--- src/core/asu_pkg.sv ---
// constants, register map and state types of the asynchronous serial channel
package asu_pkg;
  localparam int unsigned ADDR_W = 8;
  localparam int unsigned DATA_W = 32;
  localparam int unsigned CHAR_W = 9;

  localparam logic [ADDR_W-1:0] OFF_MODE  = 8'h00;
  localparam logic [ADDR_W-1:0] OFF_BAUD  = 8'h04;
  localparam logic [ADDR_W-1:0] OFF_CTRL0 = 8'h08;
  localparam logic [ADDR_W-1:0] OFF_CTRL1 = 8'h0c;
  localparam logic [ADDR_W-1:0] OFF_TXBUF = 8'h10;
  localparam logic [ADDR_W-1:0] OFF_RXBUF = 8'h14;

  // channel_mode_reg fields
  localparam int unsigned MODE_LEN_LO   = 0;
  localparam int unsigned MODE_LEN_HI   = 2;
  localparam int unsigned MODE_CKSRC    = 3;
  localparam int unsigned MODE_STOP2    = 4;
  localparam int unsigned MODE_PAR_EVEN = 5;
  localparam int unsigned MODE_PAR_EN   = 6;
  localparam int unsigned MODE_PINPOL   = 7;
  // channel_control_zero fields
  localparam int unsigned C0_PRESC_LO   = 0;
  localparam int unsigned C0_PRESC_HI   = 1;
  localparam int unsigned C0_HS_RTS     = 2;
  localparam int unsigned C0_TX_IDLE    = 3;
  localparam int unsigned C0_HS_DIS     = 4;
  localparam int unsigned C0_OPEN_DRAIN = 5;
  localparam int unsigned C0_MSB_FIRST  = 7;
  // channel_control_one fields
  localparam int unsigned C1_TE         = 0;
  localparam int unsigned C1_TXBE       = 1;
  localparam int unsigned C1_RE         = 2;
  localparam int unsigned C1_RXFULL     = 3;
  localparam int unsigned C1_IRS        = 4;
  localparam int unsigned C1_INV        = 6;
  localparam int unsigned C1_FILT       = 7;
  // rx_buffer error fields
  localparam int unsigned RB_OVR        = 12;
  localparam int unsigned RB_FER        = 13;
  localparam int unsigned RB_PER        = 14;
  localparam int unsigned RB_SUM        = 15;

  localparam logic [7:0] MODE_RST  = 8'h00;
  localparam logic [7:0] BAUD_RST  = 8'h00;
  localparam logic [7:0] CTRL0_RST = 8'h10;
  localparam logic [7:0] CTRL1_RST = 8'h00;

  localparam logic [2:0] LEN_7 = 3'h4;
  localparam logic [2:0] LEN_8 = 3'h5;
  localparam logic [2:0] LEN_9 = 3'h6;
  localparam logic [3:0] BITS_7 = 4'h7;
  localparam logic [3:0] BITS_8 = 4'h8;
  localparam logic [3:0] BITS_9 = 4'h9;

  localparam logic [1:0] PRESC_F8  = 2'h1;
  localparam logic [1:0] PRESC_F32 = 2'h2;
  localparam logic [4:0] PRESC_LIM8  = 5'h07;
  localparam logic [4:0] PRESC_LIM32 = 5'h1f;

  localparam logic [3:0] TICK_LAST = 4'hf;
  localparam logic [3:0] TICK_MID  = 4'h7;

  typedef enum logic [2:0] {
    TX_IDLE  = 3'h0,
    TX_START = 3'h1,
    TX_DATA  = 3'h2,
    TX_PAR   = 3'h3,
    TX_STOP  = 3'h4
  } asu_tx_state_t;

  typedef enum logic [2:0] {
    RX_IDLE  = 3'h0,
    RX_START = 3'h1,
    RX_DATA  = 3'h2,
    RX_PAR   = 3'h3,
    RX_STOP  = 3'h4
  } asu_rx_state_t;
endpackage

--- src/core/asu_uart.sv ---
// uart-mode serial channel: apb registers, baud divider, transmitter, receiver
`timescale 1ns/1ps
`default_nettype none
module asu_uart (
  input  wire logic                        core_clk,
  input  wire logic                        reset,
  input  wire logic                        psel,
  input  wire logic                        penable,
  input  wire logic                        pwrite,
  input  wire logic [asu_pkg::ADDR_W-1:0]  paddr,
  input  wire logic [asu_pkg::DATA_W-1:0]  pwdata,
  output var  logic [asu_pkg::DATA_W-1:0]  prdata,
  output var  logic                        pready,
  output var  logic                        pslverr,
  input  wire logic                        serial_in_pin,
  output var  logic                        serial_out_pin,
  output var  logic                        serial_out_oe_n,
  input  wire logic                        ext_clock_pin,
  input  wire logic                        handshake_in,
  output var  logic                        handshake_out,
  output var  logic                        handshake_oe_n,
  output var  logic                        tx_irq,
  output var  logic                        rx_irq
);
  import asu_pkg::*;

  logic [7:0]          mode_q;
  logic [7:0]          baud_q;
  logic [7:0]          ctrl0_q;
  logic [7:0]          ctrl1_q;
  logic [CHAR_W-1:0]   tx_buf_q;
  logic                tx_empty_q;
  logic [CHAR_W-1:0]   rx_buf_q;
  logic                rx_full_q;
  logic                ovr_q;
  logic                fer_q;
  logic                per_q;
  logic                sum_q;
  logic [DATA_W-1:0]   rd_data;
  logic                hit;
  logic                wr_acc;
  logic                rd_acc;
  asu_tx_state_t       tx_state_q;
  asu_rx_state_t       rx_state_q;

  // ---------------- apb slave, no wait states; read data is registered in the setup cycle
  assign wr_acc = psel & penable & pready & pwrite;
  assign rd_acc = psel & penable & pready & ~pwrite;

  always_comb begin
    rd_data = '0;
    hit     = 1'b1;
    unique case (paddr)
      OFF_MODE:  rd_data[7:0] = mode_q;
      OFF_BAUD:  rd_data[7:0] = baud_q;
      OFF_CTRL0: begin
        rd_data[7:0]       = ctrl0_q;
        rd_data[C0_TX_IDLE] = (tx_state_q == TX_IDLE);
      end
      OFF_CTRL1: begin
        rd_data[7:0]      = ctrl1_q;
        rd_data[C1_TXBE]   = tx_empty_q;
        rd_data[C1_RXFULL] = rx_full_q;
      end
      OFF_TXBUF: rd_data[CHAR_W-1:0] = tx_buf_q;
      OFF_RXBUF: begin
        rd_data[CHAR_W-1:0] = rx_buf_q;
        rd_data[RB_OVR]     = ovr_q;
        rd_data[RB_FER]     = fer_q;
        rd_data[RB_PER]     = per_q;
        rd_data[RB_SUM]     = sum_q;
      end
      default:   hit = 1'b0;
    endcase
  end

  always_ff @(posedge core_clk or posedge reset) begin
    if (reset) begin
      pready  <= 1'b0;
      pslverr <= 1'b0;
      prdata  <= '0;
    end else begin
      pready  <= psel & ~penable;
      pslverr <= psel & ~penable & ~hit;
      if (psel & ~penable & ~pwrite) begin
        prdata <= rd_data;
      end
    end
  end

  // status bits are stored separately, so their positions here are don't-care
  always_ff @(posedge core_clk or posedge reset) begin
    if (reset) begin
      mode_q  <= MODE_RST;
      baud_q  <= BAUD_RST;
      ctrl0_q <= CTRL0_RST;
      ctrl1_q <= CTRL1_RST;
    end else if (wr_acc) begin
      if (paddr == OFF_MODE)  mode_q  <= pwdata[7:0];
      if (paddr == OFF_BAUD)  baud_q  <= pwdata[7:0];
      if (paddr == OFF_CTRL0) ctrl0_q <= pwdata[7:0];
      if (paddr == OFF_CTRL1) ctrl1_q <= pwdata[7:0];
    end
  end

  // ---------------- frame format decode
  logic [3:0]        len_bits;
  logic [CHAR_W-1:0] len_mask;
  logic              msb_first;
  logic              par_en;
  logic              par_odd;
  logic              two_stop;
  logic              pin_pol;
  logic              data_inv;

  always_comb begin
    unique case (mode_q[MODE_LEN_HI:MODE_LEN_LO])
      LEN_7:   len_bits = BITS_7;
      LEN_9:   len_bits = BITS_9;
      default: len_bits = BITS_8;
    endcase
    len_mask = ~({CHAR_W{1'b1}} << len_bits);
  end

  assign msb_first = ctrl0_q[C0_MSB_FIRST] & (len_bits == BITS_8);
  assign par_en    = mode_q[MODE_PAR_EN];
  assign par_odd   = ~mode_q[MODE_PAR_EVEN];
  assign two_stop  = mode_q[MODE_STOP2];
  assign pin_pol   = mode_q[MODE_PINPOL];
  assign data_inv  = ctrl1_q[C1_INV];

  // maps buffer order to line order and back; same swap both ways
  function automatic logic [CHAR_W-1:0] order_bits(input logic [CHAR_W-1:0] v,
                                                   input logic msb);
    logic [CHAR_W-1:0] r;
    r = v;
    if (msb) begin
      for (int i = 0; i < 8; i++) r[i] = v[7-i];
    end
    return r;
  endfunction

  // ---------------- pin synchronisers and rx filter
  logic rx_sync;
  logic cts_sync;
  logic ext_sync;
  logic ext_prev_q;
  logic [2:0] filt_q;
  logic rx_filt_q;
  logic rx_in;

  asu_sync #(.RST_VAL(1'b1)) u_rx_sync (
    .core_clk (core_clk),
    .reset    (reset),
    .pin      (serial_in_pin),
    .level    (rx_sync)
  );
  asu_sync #(.RST_VAL(1'b1)) u_cts_sync (
    .core_clk (core_clk),
    .reset    (reset),
    .pin      (handshake_in),
    .level    (cts_sync)
  );
  asu_sync #(.RST_VAL(1'b0)) u_ext_sync (
    .core_clk (core_clk),
    .reset    (reset),
    .pin      (ext_clock_pin),
    .level    (ext_sync)
  );

  // filter: a level passes only after three equal consecutive samples
  always_ff @(posedge core_clk or posedge reset) begin
    if (reset) begin
      filt_q    <= 3'h7;
      rx_filt_q <= 1'b1;
      ext_prev_q <= 1'b0;
    end else begin
      filt_q     <= {filt_q[1:0], rx_sync};
      ext_prev_q <= ext_sync;
      if (&filt_q || ~|filt_q) rx_filt_q <= filt_q[2];
    end
  end

  assign rx_in = (ctrl1_q[C1_FILT] ? rx_filt_q : rx_sync) ^ pin_pol;

  // ---------------- baud generation: source tick, then divider to 16x tick
  logic [4:0] presc_q;
  logic [4:0] presc_lim;
  logic       src_tick;
  logic [7:0] brg_q;
  logic       samp_tick_q;

  always_comb begin
    unique case (ctrl0_q[C0_PRESC_HI:C0_PRESC_LO])
      PRESC_F8:  presc_lim = PRESC_LIM8;
      PRESC_F32: presc_lim = PRESC_LIM32;
      default:   presc_lim = '0;
    endcase
  end

  assign src_tick = mode_q[MODE_CKSRC] ? (ext_sync & ~ext_prev_q)
                                       : (presc_q >= presc_lim);

  always_ff @(posedge core_clk or posedge reset) begin
    if (reset) begin
      presc_q     <= '0;
      brg_q       <= '0;
      samp_tick_q <= 1'b0;
    end else begin
      presc_q     <= (presc_q >= presc_lim) ? '0 : presc_q + 5'h01;
      samp_tick_q <= 1'b0;
      if (src_tick) begin
        if (brg_q == '0) begin
          brg_q       <= baud_q;
          samp_tick_q <= 1'b1;
        end else begin
          brg_q <= brg_q - 8'h01;
        end
      end
    end
  end

  // ---------------- transmitter
  logic              cts_mode;
  logic              tx_go;
  logic [CHAR_W-1:0] tx_char;
  logic [CHAR_W-1:0] tx_sh_q;
  logic [3:0]        tx_tick_q;
  logic [3:0]        tx_cnt_q;
  logic              tx_par_q;
  logic              tx_line_q;
  logic              tx_done;

  assign cts_mode = ~ctrl0_q[C0_HS_DIS] & ~ctrl0_q[C0_HS_RTS];
  assign tx_go    = (tx_state_q == TX_IDLE) & ctrl1_q[C1_TE] & ~tx_empty_q
                    & (~cts_mode | ~cts_sync);
  assign tx_char  = order_bits((tx_buf_q ^ {CHAR_W{data_inv}}) & len_mask,
                               msb_first);
  assign tx_done  = samp_tick_q & (tx_state_q == TX_STOP) & (tx_tick_q == TICK_LAST)
                    & (tx_cnt_q == {3'h0, two_stop});

  always_ff @(posedge core_clk or posedge reset) begin
    if (reset) begin
      tx_state_q <= TX_IDLE;
      tx_sh_q    <= '0;
      tx_tick_q  <= '0;
      tx_cnt_q   <= '0;
      tx_par_q   <= 1'b0;
      tx_line_q  <= 1'b1;
    end else if (tx_go) begin
      tx_state_q <= TX_START;
      tx_sh_q    <= tx_char;
      tx_par_q   <= (^tx_char) ^ par_odd;
      tx_tick_q  <= '0;
      tx_line_q  <= 1'b0;
    end else if (samp_tick_q && tx_state_q != TX_IDLE) begin
      tx_tick_q <= tx_tick_q + 4'h1;
      if (tx_tick_q == TICK_LAST) begin
        unique case (tx_state_q)
          TX_START: begin
            tx_state_q <= TX_DATA;
            tx_cnt_q   <= '0;
            tx_line_q  <= tx_sh_q[0];
            tx_sh_q    <= tx_sh_q >> 1;
          end
          TX_DATA: begin
            tx_cnt_q <= tx_cnt_q + 4'h1;
            if (tx_cnt_q == len_bits - 4'h1) begin
              tx_state_q <= par_en ? TX_PAR : TX_STOP;
              tx_line_q  <= par_en ? tx_par_q : 1'b1;
              tx_cnt_q   <= '0;
            end else begin
              tx_line_q <= tx_sh_q[0];
              tx_sh_q   <= tx_sh_q >> 1;
            end
          end
          TX_PAR: begin
            tx_state_q <= TX_STOP;
            tx_line_q  <= 1'b1;
            tx_cnt_q   <= '0;
          end
          TX_STOP: begin
            if (tx_done) begin
              tx_state_q <= TX_IDLE;
            end else begin
              tx_cnt_q <= tx_cnt_q + 4'h1;
            end
          end
          default: tx_state_q <= TX_IDLE;
        endcase
      end
    end
  end

  // a write in the very cycle of a load leaves data present, not empty
  always_ff @(posedge core_clk or posedge reset) begin
    if (reset) begin
      tx_buf_q   <= '0;
      tx_empty_q <= 1'b1;
    end else begin
      if (tx_go) tx_empty_q <= 1'b1;
      if (wr_acc && paddr == OFF_TXBUF) begin
        tx_buf_q   <= pwdata[CHAR_W-1:0] & len_mask;
        tx_empty_q <= 1'b0;
      end
    end
  end

  // ---------------- pins and request pulses
  logic rts_mode;
  assign rts_mode = ~ctrl0_q[C0_HS_DIS] & ctrl0_q[C0_HS_RTS];

  always_ff @(posedge core_clk or posedge reset) begin
    if (reset) begin
      serial_out_pin  <= 1'b1;
      serial_out_oe_n <= 1'b1;
      handshake_out   <= 1'b1;
      handshake_oe_n  <= 1'b1;
      tx_irq          <= 1'b0;
    end else begin
      serial_out_pin  <= tx_line_q ^ pin_pol;
      // open drain only pulls low; idle high becomes released
      serial_out_oe_n <= ctrl0_q[C0_OPEN_DRAIN] & (tx_line_q ^ pin_pol);
      handshake_out   <= ~(ctrl1_q[C1_RE] & ~rx_full_q);
      handshake_oe_n  <= ~rts_mode;
      tx_irq          <= ctrl1_q[C1_IRS] ? tx_done : tx_go;
    end
  end

  // ---------------- receiver
  logic [CHAR_W-1:0] rx_sh_q;
  logic [3:0]        rx_tick_q;
  logic [3:0]        rx_cnt_q;
  logic              rx_par_q;
  logic              rx_stop_bad_q;
  logic              ovr_pend_q;
  logic              rx_done_q;
  logic              rx_mid;
  logic [CHAR_W-1:0] rx_line_char;
  logic [CHAR_W-1:0] rx_char;
  logic              par_bad;

  assign rx_mid = samp_tick_q & (rx_tick_q == TICK_LAST);

  always_ff @(posedge core_clk or posedge reset) begin
    if (reset) begin
      rx_state_q    <= RX_IDLE;
      rx_sh_q       <= '0;
      rx_tick_q     <= '0;
      rx_cnt_q      <= '0;
      rx_par_q      <= 1'b0;
      rx_stop_bad_q <= 1'b0;
      ovr_pend_q    <= 1'b0;
      rx_done_q     <= 1'b0;
    end else begin
      rx_done_q <= 1'b0;
      if (samp_tick_q) begin
        rx_tick_q <= rx_tick_q + 4'h1;
      end
      unique case (rx_state_q)
        RX_IDLE: begin
          if (samp_tick_q && ctrl1_q[C1_RE] && !rx_in) begin
            rx_state_q    <= RX_START;
            rx_tick_q     <= '0;
            rx_stop_bad_q <= 1'b0;
            ovr_pend_q    <= 1'b0;
          end
        end
        RX_START: begin
          if (samp_tick_q && rx_tick_q == TICK_MID) begin
            // a glitch shorter than half a bit is dropped here
            rx_state_q <= rx_in ? RX_IDLE : RX_DATA;
            rx_tick_q  <= '0;
            rx_cnt_q   <= '0;
          end
        end
        RX_DATA: begin
          if (rx_mid) begin
            rx_sh_q  <= {rx_in, rx_sh_q[CHAR_W-1:1]};
            rx_cnt_q <= rx_cnt_q + 4'h1;
            if (rx_cnt_q == len_bits - 4'h1) begin
              rx_state_q <= par_en ? RX_PAR : RX_STOP;
              rx_cnt_q   <= '0;
              if (!par_en && !two_stop) ovr_pend_q <= rx_full_q;
            end
          end
        end
        RX_PAR: begin
          if (rx_mid) begin
            rx_par_q   <= rx_in;
            rx_state_q <= RX_STOP;
            rx_cnt_q   <= '0;
            if (!two_stop) ovr_pend_q <= rx_full_q;
          end
        end
        RX_STOP: begin
          if (rx_mid) begin
            if (!rx_in) rx_stop_bad_q <= 1'b1;
            if (rx_cnt_q == {3'h0, two_stop}) begin
              rx_state_q <= RX_IDLE;
              rx_done_q  <= 1'b1;
            end else begin
              rx_cnt_q   <= rx_cnt_q + 4'h1;
              ovr_pend_q <= rx_full_q;
            end
          end
        end
        default: rx_state_q <= RX_IDLE;
      endcase
    end
  end

  assign rx_line_char = (rx_sh_q >> (CHAR_W - len_bits)) & len_mask;
  assign rx_char      = order_bits(rx_line_char ^ ({CHAR_W{data_inv}} & len_mask),
                                   msb_first);
  assign par_bad      = par_en & ((^rx_line_char) ^ rx_par_q ^ par_odd);

  // error flags clear on a write to the rx buffer; a new error wins
  always_ff @(posedge core_clk or posedge reset) begin
    if (reset) begin
      rx_buf_q  <= '0;
      rx_full_q <= 1'b0;
      ovr_q     <= 1'b0;
      fer_q     <= 1'b0;
      per_q     <= 1'b0;
      sum_q     <= 1'b0;
      rx_irq    <= 1'b0;
    end else begin
      rx_irq <= 1'b0;
      if (rd_acc && paddr == OFF_RXBUF) rx_full_q <= 1'b0;
      if (wr_acc && paddr == OFF_RXBUF) begin
        ovr_q <= 1'b0;
        fer_q <= 1'b0;
        per_q <= 1'b0;
        sum_q <= 1'b0;
      end
      if (rx_done_q) begin
        fer_q <= rx_stop_bad_q | (fer_q & ~(wr_acc && paddr == OFF_RXBUF));
        per_q <= par_bad | (per_q & ~(wr_acc && paddr == OFF_RXBUF));
        if (ovr_pend_q) begin
          ovr_q <= 1'b1;
        end else begin
          rx_buf_q  <= rx_char;
          rx_full_q <= 1'b1;
          rx_irq    <= 1'b1;
        end
        if (ovr_pend_q || rx_stop_bad_q || par_bad) sum_q <= 1'b1;
      end
    end
  end
endmodule
`default_nettype wire

--- src/core/asu_sync.sv ---
// three-stage pin synchroniser, output follows once stages two and three agree
`timescale 1ns/1ps
`default_nettype none
module asu_sync #(
  parameter logic RST_VAL = 1'b1
) (
  input  wire logic core_clk,
  input  wire logic reset,
  input  wire logic pin,
  output var  logic level
);
  logic s1_q;
  logic s2_q;
  logic s3_q;

  always_ff @(posedge core_clk or posedge reset) begin
    if (reset) begin
      s1_q <= RST_VAL;
      s2_q <= RST_VAL;
      s3_q <= RST_VAL;
    end else begin
      s1_q <= pin;
      s2_q <= s1_q;
      s3_q <= s2_q;
    end
  end

  always_ff @(posedge core_clk or posedge reset) begin
    if (reset) begin
      level <= RST_VAL;
    end else if (s2_q == s3_q) begin
      level <= s3_q;
    end
  end
endmodule
`default_nettype wire

--- config.mk ---
export PLATFORM = sky130hd
export DESIGN_NAME = asu_uart
export DESIGN_NICKNAME = d
export VERILOG_FILES = /design/src/core/asu_pkg.sv /design/src/core/asu_uart.sv /design/src/core/asu_sync.sv
export SDC_FILE = /design/constraint.sdc
export NUM_CORES = 1
export LEC_CHECK = 0
export ABC_AREA = 0
export BUFFER_PORTS_ARGS = -buffer_cell sky130_fd_sc_hd__buf_2
export CORE_MARGIN = 10
export CORE_UTILIZATION = 60
export CTS_CLUSTER_SIZE = 30
export DETAILED_ROUTE_END_ITERATION = 6
export MAX_ROUTING_LAYER = met4
export PLACE_DENSITY = 0.84
export SLEW_MARGIN = 20
export SYNTH_ARGS = -nofsm -noshare
export SYNTH_HDL_FRONTEND = slang
export SYNTH_SLANG_ARGS = --single-unit
--- constraint.sdc ---
create_clock -name core_clk -period 6.2 [get_ports core_clk]
set_clock_uncertainty 0.2 [all_clocks]
set_input_delay 0 -clock core_clk [delete_from_list [all_inputs] [get_ports core_clk]]
set_output_delay 0 -clock core_clk [all_outputs]
set_load 0.01 [all_outputs]
# ---- After elaboration in Yosys (flattened, before gate mapping)
# Index checks and enable logic that the tools add are counted.
dict set report word_totals {
  register_bits 154
  in_bits 48
  elab_cells 301
}
dict set report op_classes {
  n_addsub 8
  magnitude_cmp 1
  n_eq_ne 43
  shift 2
  muxes 89
  bitwise 54
  reduce_logical 51
}
# operator n
set op_table {}
lappend op_table {{$mux W4} 14}
lappend op_table {{$pmux W8 S6} 1}
lappend op_table {{$mux W1} 40}
lappend op_table {{$mux W3} 13}
lappend op_table {{$and A9 B9 Y9} 4}
lappend op_table {{$mux W9} 4}
lappend op_table {{$shr A9 B32 Y9} 1}
lappend op_table {{$mux W8} 3}
lappend op_table {{$ne A2 B2 Y1 const B} 12}
lappend op_table {{$and A1 B1 Y1} 23}
lappend op_table {{$pmux W9 S2} 1}
lappend op_table {{$reduce_xor A9 Y1} 2}
lappend op_table {{$xor A9 B9 Y9} 2}
lappend op_table {{$add A4 B1 Y4 const B} 4}
lappend op_table {{$eq A8 B4 Y1 const B} 2}
lappend op_table {{$eq A8 B5 Y1 const B} 2}
lappend op_table {{$logic_not A8 Y1} 2}
lappend op_table {{$not A1 Y1} 16}
lappend op_table {{$pmux W4 S2} 2}
lappend op_table {{$pmux W4 S4} 1}
lappend op_table {{$pmux W3 S5} 1}
lappend op_table {{$reduce_and A2 Y1} 7}
lappend op_table {{$eq A3 B2 Y1 const B} 4}
lappend op_table {{$eq A3 B3 Y1 const B} 4}
lappend op_table {{43 further kinds} 83}

# ---- Logic depth before layout (Yosys ltp)
dict set report depth {
  word_depth 12
  ltp_mapped 13
  depth_no_buf 11
}

# ---- Hierarchy
# A second synthesis with hierarchy kept.
dict set report unflattened {
  hier_cells 798
  hier_area_um2 8041.5
}
# module instances cells_per_inst area_each_um2 seq_area_each_um2
set by_module_without_submodules {}
lappend by_module_without_submodules {asu_uart 1 780 7686.1 3492.1}
lappend by_module_without_submodules {{asu_sync at u_cts_sync ...} 2 6 120.1 105.1}
lappend by_module_without_submodules {{asu_sync at u_ext_sync} 1 6 115.1 100.1}

# ---- Worst setup path before layout
# Ideal clock, no wire load.
dict set report synth_path {
  kind {reg-to-reg}
  start {register ctrl0_q[1]}
  end {register brg_q[2]}
  setup_time_ps 137
  arrival_time_ps 2188
  slack_ps 3675
  path_stages_with_launch 13
  n_path_buf 2
  synth_period_minus_slack_ps 2525
  path_cell_list {dfrtp_1 > ha_1 > inv_1 > ha_1 > nand2b_1 > a21o_1 > a21oi_1 > nor2b_1 > a31o_1 > clkbuf_1 > clkbuf_1 > a21oi_1 > a21oi_1}
}
dict set report synth_between {
  elab_chain_cells 4
}
# element line
set synth_rtl {}
lappend synth_rtl {{start: declaration} asu_uart.sv:29} ;# logic [7:0] ctrl0_q;
lappend synth_rtl {{start signal: assignment} asu_uart.sv:101} ;# if (paddr == OFF_CTRL0) ctrl0_q <= pwdata[7:0];
lappend synth_rtl {{$eq A2 B2 Y1 or $eq A2 B1 Y1 (tied branches)} asu_uart.sv:194} ;# unique case (ctrl0_q[C0_PRESC_HI:C0_PRESC_LO])
lappend synth_rtl {{$pmux W5 S2 *} asu_uart.sv:194}
lappend synth_rtl {{$ge A5 B5 Y1 *} asu_uart.sv:202} ;# : (presc_q >= presc_lim);
lappend synth_rtl {{$mux W1 *} asu_uart.sv:201} ;# assign src_tick = mode_q[MODE_CKSRC] ? (ext_sync & ~ext_prev_q)
lappend synth_rtl {{end signal: assignment} asu_uart.sv:214} ;# brg_q <= baud_q;
lappend synth_rtl {{end signal: assignment} asu_uart.sv:217} ;# brg_q <= brg_q - 8'h01;
lappend synth_rtl {{end: declaration} asu_uart.sv:190} ;# logic [7:0] brg_q;
# Mark *: on every way between the ends. The rest lies on a longest branch, timed or not.
# A chain may end at the register's enable or synchronous reset.

# ---- Worst setup path after layout
dict set report layout_path {
  start {register mode_q[1]}
  end {register tx_sh_q[7]}
}
dict set report layout_between {
  elab_chain_cells 7
}
# element line
set layout_rtl {}
lappend layout_rtl {{start: declaration} asu_uart.sv:27} ;# logic [7:0] mode_q;
lappend layout_rtl {{start signal: assignment} asu_uart.sv:99} ;# if (paddr == OFF_MODE) mode_q <= pwdata[7:0];
lappend layout_rtl {{$eq A3 B3 Y1} asu_uart.sv:117} ;# unique case (mode_q[MODE_LEN_HI:MODE_LEN_LO])
lappend layout_rtl {{$pmux W4 S2 *} asu_uart.sv:117}
lappend layout_rtl {{parallel branches: the longest is 5 deep, another holds $sub A4 B1 Y4} --}
lappend layout_rtl {{end signal: assignment} asu_uart.sv:252} ;# tx_sh_q <= tx_char;
lappend layout_rtl {{end signal: assignment} asu_uart.sv:264} ;# tx_sh_q <= tx_sh_q >> 1;
lappend layout_rtl {{end signal: assignment} asu_uart.sv:274} ;# tx_sh_q <= tx_sh_q >> 1;
lappend layout_rtl {{end: declaration} asu_uart.sv:227} ;# logic [CHAR_W-1:0] tx_sh_q;
# Mark *: on every way between the ends.

==> metrics <==
via count=6,216; max-slew violations=0; mapped cell area=8030 sq um; mux share of post-synthesis cell area=13.3%; Pint=1.74 mW; Crit path required time=6.32 ns; Crit Path Max Fanout=21; Num CTS Buffers=17; RSZ-0062 raised after global routing=no; #FFs+latches synth=151; top post-synthesis cells by area=dfrtp_1 (41%), dfstp_2 (6.2%), mux2_1 (4.8%), xnor2_1 (3.8%), nand2_1 (3.6%); # rows=42; clk buf depth=2; Wirelength per Cell=19.0 um; syn_area_per_cell=10.4 sq um; most frequent cells in the layout=dfrtp_1 (132), nand2_1 (76), nor2_1 (54); simple-gate share of the synthesized area=12.9%; Final Net Count=883; core area=13,200 sq um; Final Setup Violations=0; non-filler cells, final=1,012; first-pass GRT wire length=30,700 um; routability cong.=0.944; port bufs=45; kind of critical path=reg -> reg; I/O Pins=88; initial antenna violation count=0; Cells after Synth=770; share of layout cells above drive strength 1=17.2%; outcome=finished, violations left; CP arrival=3.13 ns; Syn. warnings=0; Starting Density=60.9%; Clock Power Share=44.2%; crit path from=mode_q[1]; vias in the first global route=6,092; post-synthesis adder-cell area fraction=2.40%; Area growth syn-to-layout=13.3%; post-detail-place hpwl=13,000 um; DRT antenna net count=0; total track usage=21.7%; r2r startpoint=mode_q[1]; Setup Buffers After CTS=0; CTS HTree Levels=4; DR vias/cell=6.14; largest net degree at the start of global routing=85; # DRC=0; max frequency=0.332 GHz; top-area cell type share of the netlist area=41.1%; Critical path destination=tx_sh_q[7]; max_slew headroom=24.1%; Worst-path clk slew=0.07 ns; final hold vios=13; cell accounting for the most synthesized area=dfrtp_1; total global routing overflow=0; Tmin final=3.01 ns; placed insts=955; worst skew pair latency=0.44 ns; Reg2Reg Depth=6; Net Sw Power=0.626 mW; Root Driver=clkbuf_16; predominant post-synthesis flop cell=dfrtp_1; r2r setup slk=3.19 ns; number of distinct library cells after synthesis=70; Die ar.=18,400 sq um; Hold WS=-0.00558 ns; Sink Count=151; total wire length=19,200 um; max cap viols=0; sequential area share after synthesis=47.3%; leading cell type in the layout, fill and taps excluded=dfrtp_1; Combinational Power Share=9.1%; violated checks=hold timing; post-synthesis compound-gate area fraction=13.0%; sequential share of power=46.8%; crit start category=flop; HP Class=in -> async; TritonCTS clock tree=yes; r2r endpoint=tx_sh_q[7]; pwr/cell area=260 nW/um^2; largest family of logic cells by synthesized area=multiplexers; die height=136 um; Lkg Pwr=4.13 nW; Finished Core Util=69.0%; Sw Ratio=26.5%; maximum VDD drop=0.209 mV; Chip Width=136 um; Post-synth EDFFs=0; CP endpoint kind=flop; measured slew at the worst slew-check pin=1.13 ns; Starting DRT DRC Count=780; Final period util=48.5%; XOR/XNOR Fraction of Synth Area=6.04%; async set-or-reset flop fraction in the synthesized netlist=100%; Setup TNS=0 ns; drt pass-1 iters=5
==> state kept, by name, summed over array words and instances, names as in the netlist, 5 cells and up <==
signal and flops:
baud_q 8, brg_q 8, ctrl0_q 7, ctrl1_q 6, mode_q 8, prdata 13, presc_q 5, rx_buf_q 9
rx_sh_q 9, tx_buf_q 9, tx_sh_q 9
==> timing repair <==
action / in CTS / in global routing
endpoints found under the hold margin: 121 / 0
gates resized for setup: 0 / 0
hold buffers: 23 / 0
==> synthesized netlist by cell type (20+ instances only) <==
cell type  instances
dfrtp_1          132
nand2_1           76
nor2_1            54
a21oi_1           40
xnor2_1           35
mux2_1            34
o21ai_1           32
mux2i_1           26
o21ai_0           25
inv_1             22
buf_4             20
==> stage by stage <==
step	instance area (sq um)	setup slack [ns]	power, mW	hold slack [ns]
final	9100	3.19	2.36	-0.00558
after global routing	9100	3.10	2.45	0.0120
after CTS	9070	3.25	2.37	0.00969
after detailed placement	8250	3.27	1.32	-0.0927
after global placement	8250	3.47	1.31	-0.0939
after floorplan	8100	1.97	1.27	-0.196
==> per-layer routing <==
layer | routed length (um) | global-route usage (%) | vias to the layer above
met5 | 0 | - | -
met2 | 9430 | 35.2 | 307
met1 | 7750 | 25.1 | 3039
li1 | - | - | 2801
met4 | 671 | 9.63 | 0
met3 | 1390 | 5.45 | 69
==> cell type report <==
cell class	count	area, sq um
timing repair buffer	70	490
multi-input combinational	558	3900
inverter	24	95.1
antenna	1	2.50
clock inverter	15	170
tap	176	220
clock buffer	17	425
fill	940	4090
sequential	151	3800
==> power by group through the flow <==
stage | Sequential, mW | Clock [mW] | Combinational (mW)
final | 1.11 | 1.04 | 0.214
after global routing | 1.11 | 1.09 | 0.242
after detailed placement | 1.12 | 0 | 0.199
after global placement | 1.12 | 0 | 0.189
after CTS | 1.10 | 1.05 | 0.211
after floorplan | 1.10 | 0 | 0.163
==> how the worst min path moves through the flow <==
stage	slack [ns]	endpoint	from	cells past startpoint
finish	-0.006	prdata[3]	reset	3
global route	0.01	u_cts_sync.s1_q	handshake_in	2
global placement	-0.09	tx_tick_q[3]	reset	2
floorplan	-0.20	u_cts_sync.s1_q	handshake_in	0
detailed placement	-0.09	u_rx_sync.s1_q	serial_in_pin	1
CTS	0.01	prdata[3]	reset	3
==> cells by family after synthesis <==
logic type | Yosys count
muxes | 90
adders and majority gates | 16
buffers and inverters | 79
xor gates and xnor gates | 53
and+or+nand+nor | 214
AOI/OAI and AO/OA | 166
other | 1
DFF | 151
==> worst max-delay path, stage by stage (launching register included) <==
cell,delay (ns)
dfrtp_1,0.94
nor4bb_1,0.17
a31oi_1,0.22
o31a_2,0.24
nand3_1,0.11
a21oi_2,0.62
mux2_1,0.39
No activity file was read; power rests on OpenSTA's default activity.
